==> config.mk <==
export PLATFORM = sky130hd
export DESIGN_NAME = efh_status_bank
export DESIGN_NICKNAME = d
export VERILOG_FILES = /design/src/hw/efh_pkg.sv /design/src/hw/efh_status_bank.sv
export SDC_FILE = /design/constraint.sdc
export NUM_CORES = 1
export LEC_CHECK = 0
export ABC_AREA = 1
export BUFFER_PORTS_ARGS = -buffer_cell sky130_fd_sc_hd__buf_4
export CORE_ASPECT_RATIO = 1.2
export CORE_MARGIN = 4
export CORE_UTILIZATION = 46
export CTS_CLUSTER_SIZE = 12
export DETAILED_ROUTE_END_ITERATION = 8
export HOLD_SLACK_MARGIN = 0.12
export PLACE_DENSITY = 0.78
export SYNTH_ARGS = -nofsm -noshare
export SYNTH_HDL_FRONTEND = slang
export SYNTH_SLANG_ARGS = --single-unit
==> constraint.sdc <==
create_clock -name clk -period 2.1 [get_ports clk]
set_input_delay 0.42 -clock clk [delete_from_list [all_inputs] [get_ports clk]]
set_output_delay 0.42 -clock clk [all_outputs]
set_load 0.01 [all_outputs]
==> src/hw/efh_pkg.sv <==
// Purpose: constants shared by the ethernet fifo host status block
// Assumes: 32-bit ahb-lite register bus, word aligned registers
// Notes:   the six interrupt flag positions in status double as enable positions in control
package efh_pkg;
    // ==========================================================
    // register addresses
    localparam logic [31:0] ADDR_STATUS    = 32'hff800004;
    localparam logic [31:0] ADDR_DATA      = 32'hff800008;
    localparam logic [31:0] ADDR_DATA_LAST = 32'hff80000c;
    localparam logic [31:0] ADDR_CTRL      = 32'hff800040;
    // ==========================================================
    // status register fields
    localparam int BIT_RX_CODE_HI  = 29;
    localparam int BIT_RX_CODE_LO  = 28;
    localparam int BIT_RX_WORD_RDY = 27;
    localparam int BIT_RX_HALF     = 26;
    localparam int BIT_RX_PKT      = 25;
    localparam int BIT_RX_DISCARD  = 24;
    localparam int BIT_TX_SPACE    = 19;
    localparam int BIT_TX_HALF     = 18;
    localparam int BIT_TX_DONE     = 17;
    localparam int BIT_TX_EMPTY    = 16;
    localparam int BIT_PIN_RXD2    = 15;
    localparam int BIT_PIN_RXD1    = 13;
    localparam int BIT_PIN_RXD3    = 12;
    localparam int BIT_PIN_RXER    = 11;
    localparam int BIT_PIN_RXDV    = 10;
    // ==========================================================
    // control register fields
    localparam int BIT_ORDER       = 0;
    localparam int BIT_WMARK_LO    = 1;
    localparam int BIT_WMARK_HI    = 2;
    localparam logic [31:0] CTRL_WMASK = 32'h0e0e0007;
    // ==========================================================
    // reset values, thresholds and bus encodings
    localparam logic        TX_EMPTY_RESET = 1'b1;
    localparam int          RX_HALF_BYTES  = 1024;
    localparam int          TX_HALF_BYTES  = 256;
    localparam int          WORD_BYTES     = 4;
    localparam logic [1:0]  HTRANS_NONSEQ  = 2'h2;
    localparam logic [2:0]  HSIZE_WORD     = 3'h2;
    localparam logic        HRESP_OKAY     = 1'h0;
    localparam int          WMARK_STEP     = 64;
endpackage

==> src/hw/efh_status_bank.sv <==
// Purpose: fifo status flags, fifo data port and phy pin view over ahb-lite
// Assumes: fifo and mac engine run on clk; phy pins are asynchronous
// Notes:   one wait state on every nonseq word transfer; irq is a level
//
// What this block does
// - byte count code 00 word, 01 one, 10 half, 11 three bytes.
// - word-ready set when fifo data readable; interrupts with its enable.
// - word-ready stays low while packet-ready is set.
// - half-full set above 1024 bytes; interrupts with its enable.
// - packet-ready set on new packet; interrupts with its enable.
// - writing 1 clears packet-ready; then word-ready and half-full may rise.
// - writing discard clears packet-ready and flushes the current packet.
// - space-available set when transmit fifo accepts data; interrupts.
// - space-available stays low while frame-complete is set.
// - half-empty set when half the transmit fifo is free; interrupts.
// - frame-complete set when a packet finishes; interrupts.
// - writing 1 clears frame-complete; then space and half-empty may rise.
// - read-only fifo-empty flag high while transmit fifo empty; resets 1.
// - phy pin levels appear at bits 15, 13, 12, 11 and 10.
// - fifo data register written at primary and secondary address; read only at primary.
// - last word starts transmit with complete irq off, else watermark.
//
// Our own choice: the AHB-Lite slave port.
module efh_status_bank #(
    parameter int RX_LEVEL_W    = 12,
    parameter int TX_LEVEL_W    = 10,
    parameter int TX_FIFO_BYTES = 512
) (
    input  wire logic                  clk,
    input  wire logic                  resetn,
    input  wire logic                  hsel,
    input  wire logic [31:0]           haddr,
    input  wire logic [1:0]            htrans,
    input  wire logic                  hwrite,
    input  wire logic [2:0]            hsize,
    input  wire logic [31:0]           hwdata,
    input  wire logic                  hready,
    output logic      [31:0]           hrdata,
    output logic                       hreadyout,
    output logic                       hresp,
    input  wire logic                  rxWordAvail,
    input  wire logic [2:0]            rxWordBytes,
    input  wire logic [31:0]           rxFifoData,
    input  wire logic [RX_LEVEL_W-1:0] rxFifoLevel,
    input  wire logic                  rxPacketArrive,
    output logic                       rxPop,
    output logic                       rxPacketDiscard,
    output logic                       rxByteOrder,
    input  wire logic [TX_LEVEL_W-1:0] txFifoLevel,
    input  wire logic                  txFrameDone,
    output logic                       txPush,
    output logic                       txPushLast,
    output logic      [31:0]           txData,
    output logic                       txStart,
    input  wire logic                  phyRxd1,
    input  wire logic                  phyRxd2,
    input  wire logic                  phyRxd3,
    input  wire logic                  phyRxer,
    input  wire logic                  phyRxdv,
    output logic                       irq
);

    // ==========================================================
    // helpers
    function automatic logic [TX_LEVEL_W-1:0] wmBytes(input logic [1:0] c);
        wmBytes = TX_LEVEL_W'((int'(c) + 1) * efh_pkg::WMARK_STEP);
    endfunction
    function automatic logic isAddr(input logic [31:0] a,
                                    input logic [31:0] r);
        isAddr = (a == r);
    endfunction

    // ==========================================================
    // bus state
    logic        busy;
    logic [31:0] addrQ;
    logic        writeQ;
    logic [31:0] ctrl;
    logic        next_busy;
    logic [31:0] next_addrQ;
    logic        next_writeQ;
    logic [31:0] next_ctrl;
    logic [31:0] next_hrdata;
    logic        next_hreadyout;
    logic        next_rxPop;
    logic        next_txPush;
    logic        next_txPushLast;
    logic [31:0] next_txData;
    logic        wrStatus;

    // ==========================================================
    // flag state
    logic       rxWordReady;
    logic       rxHalfFull;
    logic       rxPacketReady;
    logic [1:0] rxCode;
    logic       txSpace;
    logic       txHalfEmpty;
    logic       txFrameComplete;
    logic       txEmpty;
    logic       txAtMark;
    logic       next_rxWordReady;
    logic       next_rxHalfFull;
    logic       next_rxPacketReady;
    logic [1:0] next_rxCode;
    logic       next_txSpace;
    logic       next_txHalfEmpty;
    logic       next_txFrameComplete;
    logic       next_txEmpty;
    logic       next_txAtMark;
    logic       next_txStart;
    logic       next_rxDiscard;
    logic       next_irq;
    logic [4:0] pinMeta;
    logic [4:0] pinSync;
    logic [31:0] statusWord;

    // ==========================================================
    // phy pins, two-flop synchroniser
    always_ff @(posedge clk) begin
        if (!resetn) begin
            pinMeta <= '0;
            pinSync <= '0;
        end else begin
            pinMeta <= {phyRxd2, phyRxd1, phyRxd3, phyRxer, phyRxdv};
            pinSync <= pinMeta;
        end
    end

    // ==========================================================
    // status word view
    always_comb begin
        statusWord = '0;
        statusWord[efh_pkg::BIT_RX_WORD_RDY] = rxWordReady;
        statusWord[efh_pkg::BIT_RX_HALF]     = rxHalfFull;
        statusWord[efh_pkg::BIT_RX_PKT]      = rxPacketReady;
        statusWord[efh_pkg::BIT_TX_SPACE]    = txSpace;
        statusWord[efh_pkg::BIT_TX_HALF]     = txHalfEmpty;
        statusWord[efh_pkg::BIT_TX_DONE]     = txFrameComplete;
        statusWord[efh_pkg::BIT_RX_CODE_HI:efh_pkg::BIT_RX_CODE_LO] = rxCode;
        statusWord[efh_pkg::BIT_TX_EMPTY] = txEmpty;
        statusWord[efh_pkg::BIT_PIN_RXD2] = pinSync[4];
        statusWord[efh_pkg::BIT_PIN_RXD1] = pinSync[3];
        statusWord[efh_pkg::BIT_PIN_RXD3] = pinSync[2];
        statusWord[efh_pkg::BIT_PIN_RXER] = pinSync[1];
        statusWord[efh_pkg::BIT_PIN_RXDV] = pinSync[0];
    end

    // ==========================================================
    // ahb-lite slave and fifo data port
    always_comb begin
        next_busy       = 1'b0;
        next_addrQ      = addrQ;
        next_writeQ     = writeQ;
        next_ctrl       = ctrl;
        next_hrdata     = hrdata;
        next_hreadyout  = 1'b1;
        next_rxPop      = 1'b0;
        next_txPush     = 1'b0;
        next_txPushLast = 1'b0;
        next_txData     = txData;
        wrStatus        = busy && writeQ
                          && isAddr(addrQ, efh_pkg::ADDR_STATUS);
        if (hsel && hready && htrans == efh_pkg::HTRANS_NONSEQ
                && hsize == efh_pkg::HSIZE_WORD) begin
            next_busy      = 1'b1;
            next_addrQ     = haddr;
            next_writeQ    = hwrite;
            next_hreadyout = 1'b0;
        end
        if (busy && writeQ) begin
            if (isAddr(addrQ, efh_pkg::ADDR_CTRL)) begin
                next_ctrl = hwdata & efh_pkg::CTRL_WMASK;
            end
            if (isAddr(addrQ, efh_pkg::ADDR_DATA)
                    || isAddr(addrQ, efh_pkg::ADDR_DATA_LAST)) begin
                next_txPush     = 1'b1;
                next_txData     = hwdata;
                next_txPushLast = isAddr(addrQ, efh_pkg::ADDR_DATA_LAST);
            end
        end else if (busy) begin
            next_hrdata = '0;
            if (isAddr(addrQ, efh_pkg::ADDR_STATUS)) begin
                next_hrdata = statusWord;
            end else if (isAddr(addrQ, efh_pkg::ADDR_CTRL)) begin
                next_hrdata = ctrl;
            end else if (isAddr(addrQ, efh_pkg::ADDR_DATA)) begin
                next_hrdata = rxFifoData;
                next_rxPop  = 1'b1;
            end
        end
    end

    always_ff @(posedge clk) begin
        if (!resetn) begin
            busy       <= 1'b0;
            addrQ      <= '0;
            writeQ     <= 1'b0;
            ctrl       <= '0;
            hrdata     <= '0;
            hreadyout  <= 1'b1;
            hresp      <= efh_pkg::HRESP_OKAY;
            rxPop      <= 1'b0;
            txPush     <= 1'b0;
            txPushLast <= 1'b0;
            txData     <= '0;
        end else begin
            busy       <= next_busy;
            addrQ      <= next_addrQ;
            writeQ     <= next_writeQ;
            ctrl       <= next_ctrl;
            hrdata     <= next_hrdata;
            hreadyout  <= next_hreadyout;
            rxPop      <= next_rxPop;
            txPush     <= next_txPush;
            txPushLast <= next_txPushLast;
            txData     <= next_txData;
        end
    end

    // ==========================================================
    // status flags, transmit start and interrupt
    always_comb begin
        next_rxDiscard = wrStatus && hwdata[efh_pkg::BIT_RX_DISCARD];
        // a new packet wins over a clear in the same cycle
        next_rxPacketReady = rxPacketArrive || (rxPacketReady
            && !(wrStatus && hwdata[efh_pkg::BIT_RX_PKT])
            && !next_rxDiscard);
        next_rxWordReady = rxWordAvail && !next_rxPacketReady;
        next_rxHalfFull  = !next_rxPacketReady
            && int'(rxFifoLevel) > efh_pkg::RX_HALF_BYTES;
        next_rxCode = next_rxWordReady ? rxWordBytes[1:0] : 2'h0;
        next_txFrameComplete = txFrameDone || (txFrameComplete
            && !(wrStatus && hwdata[efh_pkg::BIT_TX_DONE]));
        next_txSpace = !next_txFrameComplete
            && int'(txFifoLevel) <= TX_FIFO_BYTES - efh_pkg::WORD_BYTES;
        next_txHalfEmpty = !next_txFrameComplete
            && int'(txFifoLevel) <= TX_FIFO_BYTES - efh_pkg::TX_HALF_BYTES;
        next_txEmpty  = (txFifoLevel == '0);
        next_txAtMark = (txFifoLevel == wmBytes(
            ctrl[efh_pkg::BIT_WMARK_HI:efh_pkg::BIT_WMARK_LO]));
        next_txStart  = ctrl[efh_pkg::BIT_TX_DONE]
            ? (next_txAtMark && !txAtMark)
            : (txPush && txPushLast);
        next_irq = |({next_rxWordReady, next_rxHalfFull,
                      next_rxPacketReady, next_txSpace,
                      next_txHalfEmpty, next_txFrameComplete}
                   & {ctrl[efh_pkg::BIT_RX_WORD_RDY],
                      ctrl[efh_pkg::BIT_RX_HALF],
                      ctrl[efh_pkg::BIT_RX_PKT],
                      ctrl[efh_pkg::BIT_TX_SPACE],
                      ctrl[efh_pkg::BIT_TX_HALF],
                      ctrl[efh_pkg::BIT_TX_DONE]});
    end

    always_ff @(posedge clk) begin
        if (!resetn) begin
            rxWordReady     <= 1'b0;
            rxHalfFull      <= 1'b0;
            rxPacketReady   <= 1'b0;
            rxCode          <= 2'h0;
            txSpace         <= 1'b0;
            txHalfEmpty     <= 1'b0;
            txFrameComplete <= 1'b0;
            txEmpty         <= efh_pkg::TX_EMPTY_RESET;
            txAtMark        <= 1'b0;
            txStart         <= 1'b0;
            rxPacketDiscard <= 1'b0;
            rxByteOrder     <= 1'b0;
            irq             <= 1'b0;
        end else begin
            rxWordReady     <= next_rxWordReady;
            rxHalfFull      <= next_rxHalfFull;
            rxPacketReady   <= next_rxPacketReady;
            rxCode          <= next_rxCode;
            txSpace         <= next_txSpace;
            txHalfEmpty     <= next_txHalfEmpty;
            txFrameComplete <= next_txFrameComplete;
            txEmpty         <= next_txEmpty;
            txAtMark        <= next_txAtMark;
            txStart         <= next_txStart;
            rxPacketDiscard <= next_rxDiscard;
            rxByteOrder     <= ctrl[efh_pkg::BIT_ORDER];
            irq             <= next_irq;
        end
    end
endmodule

==> results <==
- The initial core utilization is between 40% and 50%.
- The final total negative setup slack is 0 ps.
- In this run the tightest slew margin relative to its limit is roughly 52%.
- After synthesis, the cell types taking the most area are dfxtp_1, nand2_1, nand3_1, nor2_1, o21ai_0.
- The congestion estimate from routability-driven global placement came to 0.843.
- The number of antenna violations at the first check in global routing is 0.
- The number of setup buffers added after CTS is 0.
- Port buffering added 209 buffers.
- In this run the worst hold path is classified as in -> reg.
- The final critical path takes up a little under nine tenths of the cycle.
- The critical path startpoint is addrQ[12].
- The endpoint type of the worst setup path is a flip-flop.
- By startpoint and endpoint, the worst setup path is classified as reg -> reg.
- Of all cell types, the one taking the most synthesized area is dfxtp_1.
- For this run, the register share of the synthesized area comes to roughly half.
- In this run the critical register-to-register path is launched from addrQ[12].
- The run finished with clean final reports.
- The post-route antenna net violation count is 0.
- The area of the core is approximately 11000 µm².
- The post-synth net total is 849.
- In this run, synthesis produced a sequential element count of around 140.
- Counting instances in the post-synthesis netlist gives the leading cell types as nand2_1, dfxtp_1, nor2_1.
- The overflow left after global routing is 0.
- The achievable clock frequency is around 550 MHz.
- No sink is reached through more buffers than the 2 on the longest clock path.
- Yosys printed 0 warnings.
- The number of gates resized after CTS is 0.
- Counting buffers and inverters, the worst setup path is 11 cells deep.
- The growth of design area from synthesis to finish is 43.6%.
- The insertion delay to the later sink of the worst-skew pair is a little over 400 ps.
- The number of global-route vias before repair was around 5200.
- The first-pass iteration count of the detailed router is 5.
- In the final routed layout, each cell accounts on average for roughly 14 µm.
- In this run the clock root is driven by a clkbuf_16.
- The total power divided by cell area is 771 nW/µm².
- The clock tree from TritonCTS is done.
- The overall die height is approximately 130 µm.
- Clock-pin slew was measured on the worst setup and hold paths at about 60 ps.
- The most used flip-flop cell after synthesis is dfxtp_1.
- For flop-to-flop paths, the worst setup slack is around 290 ps.
- Cells with a size suffix above 1 make up a little under a third of the layout.
- The floorplan die area is 13400 µm².
- The mean post-synth cell area is ~7.5 µm².
- Setup repair after global routing left no endpoint under its margin.
- The count of unique library cells instantiated by Yosys is 38.
- Synthesis handed over a netlist of around 710 instances.
- After the first detailed-routing iteration, the DRC count stood at 181.
- The final count of hold timing violations was 0.
- The fraction of post-synthesis cell area in the top cell type by area is between 50 and 60%.
- The cell repeated most along the worst path is nand2_1.
- The post-layout net count is 1057.
- After layout, the minimum clock period comes to 1810 ps.
- The signal on the critical path passes through nor2_1 -> nand2_1 -> nor2_4 -> inv_2 -> nor2_1 -> nand2_1 -> inv_1 -> nand2_1 -> nand2_1 -> nand2_1 -> a21oi_1.
- Data arrives at the worst endpoint at 2160 ps.
- The CTS buffer count is 17.
- The transition at the pin with the smallest max-transition slack is 716 ps.
- The maximum fanout along the worst path is 7.
- From left edge to right edge, the die measures 106 µm.
- The capture point of the worst path is hrdata[0].
- The number of vias after detailed routing is 5242.
- nand2_1 is the most common cell in the netlist.
- The buffer and inverter count on the worst path is 2.
- Entering global routing, the biggest net connects 37 pins.
- IR analysis of the VDD net gives a maximum drop of 0.530 mV.
- The H-tree generated during clock tree synthesis spans 4 levels.
- The remaining routing DRC violations is 0.
- The global routing usage summed across all routing layers is 22.2%.
- Among all stages on the critical path, the largest delay is contributed by nor2_1.
- For this run, the slowest stage of the critical path takes between 300 and 400 ps.
- For this design, the sink count on the clock tree is between 100 and 150.
- Final hold analysis gives a worst-case slack of approximately 190 ps.
- The total of hold buffers inserted after clock tree synthesis is 0.
- The first-pass GRT wire length is between 20000 and 25000 µm.
- The proportion of register bits with asynchronous set or reset after synthesis is 0%.
- The estimated wirelength of the detail-placed design is 10900 µm.
- The analysis attributes to cell leakage a power of about 3.8 nW.
- The cell row count is 42.
- Counting flops with a built-in enable in the synthesized netlist gives 0.
- around 210 I/O pins were placed.
- The kind of cell with the highest combined delay on the critical path is simple AND/OR/NAND/NOR gates.
- The worst-case reg-to-reg path depth is 11.
- 0 antenna diodes ended up in the layout.
- The number of max-cap violations is 0.
- In this run the cell area of the synthesized design comes to approximately 5300 µm².
- The final max-slew violation count was 0.
- The total routed wirelength is between 10000 and 15000 µm.
- The number of failing setup endpoints in the final timing report is 0.
- The worst clock skew is 8.47 ps.
- The endpoint of the most critical register-to-register path is hrdata[0].
- After detailed routing, the number of vias per cell comes to about 4.8.
- The startpoint kind of the worst setup timing path is a flip-flop.
- Data on the critical path is required at its endpoint by around 2500 ps.
## sequential cells by signal (all words and copies together), names as in the netlist, 2 cells and up
signal	cells
addrQ	32
ctrl	9
hrdata	32
pinMeta	5
pinSync	5
rxCode	2
txData	32
## worst min-delay path by stage
| stage | depth (start not counted) | end | start |
|---|---|---|---|
| after global placement | 2 | pinSync[2] | pinMeta[2] |
| after floorplan | 2 | pinSync[0] | pinMeta[0] |
| after global routing | 3 | pinMeta[0] | phyRxdv |
| after CTS | 3 | pinMeta[2] | phyRxd3 |
| final | 3 | pinMeta[2] | phyRxd3 |
| after detailed placement | 2 | pinSync[3] | pinMeta[3] |
## power breakdown
| part | internal [mW] | total, mW | switching (mW) |
|---|---|---|---|
| Combinational | 0.188 | 0.313 | 0.125 |
| Clock | 1.81 | 2.99 | 1.18 |
| Sequential | 2.58 | 2.59 | 0.00649 |
## layout make-up
class / count / area (µm²)
tap: 154 / 193
multi-input combinational: 485 / 2260
clock buffer: 18 / 439
clock inverter: 14 / 161
sequential: 135 / 2700
inverter: 56 / 210
timing repair buffer: 222 / 1680
fill: 986 / 3550
## kinds of logic (layout without fill, tap and decap cells)
logic type / count (synthesis) / after routing / share of synthesized area, %
xor+xnor: 2 / 2 / 0.329
buf+inv: 89 / 310 / 6.79
simple gates: 388 / 388 / 32.6
flops: 135 / 135 / 50.8
compound gates: 93 / 93 / 9.21
other cells: 1 / 1 / 0.0704
fa+ha+maj: 1 / 1 / 0.235
## worst register-to-register path, stage by stage (launching register included)
cell	delay, ps
dfxtp_1	310
nor2_1	100
nand2_1	90
nor2_4	190
inv_2	100
nor2_1	380
nand2_1	140
inv_1	130
nand2_1	60
nand2_1	60
nand2_1	40
a21oi_1	150
## per-stage QoR
step	cell area (µm²)	utilization, %	setup WS (ps)	power, mW	instances
after global routing	7640	68.3	59.0	6.08	1084
after detailed placement	7040	62.9	340	2.96	1052
final	7640	68.3	290	5.89	1084
after global placement	7040	62.9	361	2.95	1052
after CTS	7640	68.3	250	5.94	1084
after floorplan	5320	-	564	2.73	709
## cell usage in the layout (no fill, tap or decap), types with 2 or more instances in the layout
cell type and instances:
a21oi_1 22, a31oi_1 8, buf_4 221, bufinv_16 2, clkbuf_16 17, clkinvlp_4 3, dfxtp_1 135, inv_1 51
inv_2 5, inv_6 8, nand2_1 170, nand2_2 10, nand3_1 78, nand3_2 2, nand4_1 8, nor2_1 99
nor2_2 4, nor2_4 3, nor3_1 2, nor3_2 2, nor3_4 2, nor4_1 2, nor4_4 2, o21ai_0 57
## layer usage
metal / wire length, µm / vias to the layer above / track usage (%) / part of all wire [%]
met5: 0 / - / 0 / 0
met4: 284 / 0 / 8.31 / 1.9
met3: 1210 / 21 / 6.96 / 8.2
met2: 7350 / 175 / 37.9 / 50
met1: 5950 / 2346 / 26.1 / 40
li1: - / 2700 / - / -
Power figures use the tool's default switching activity.
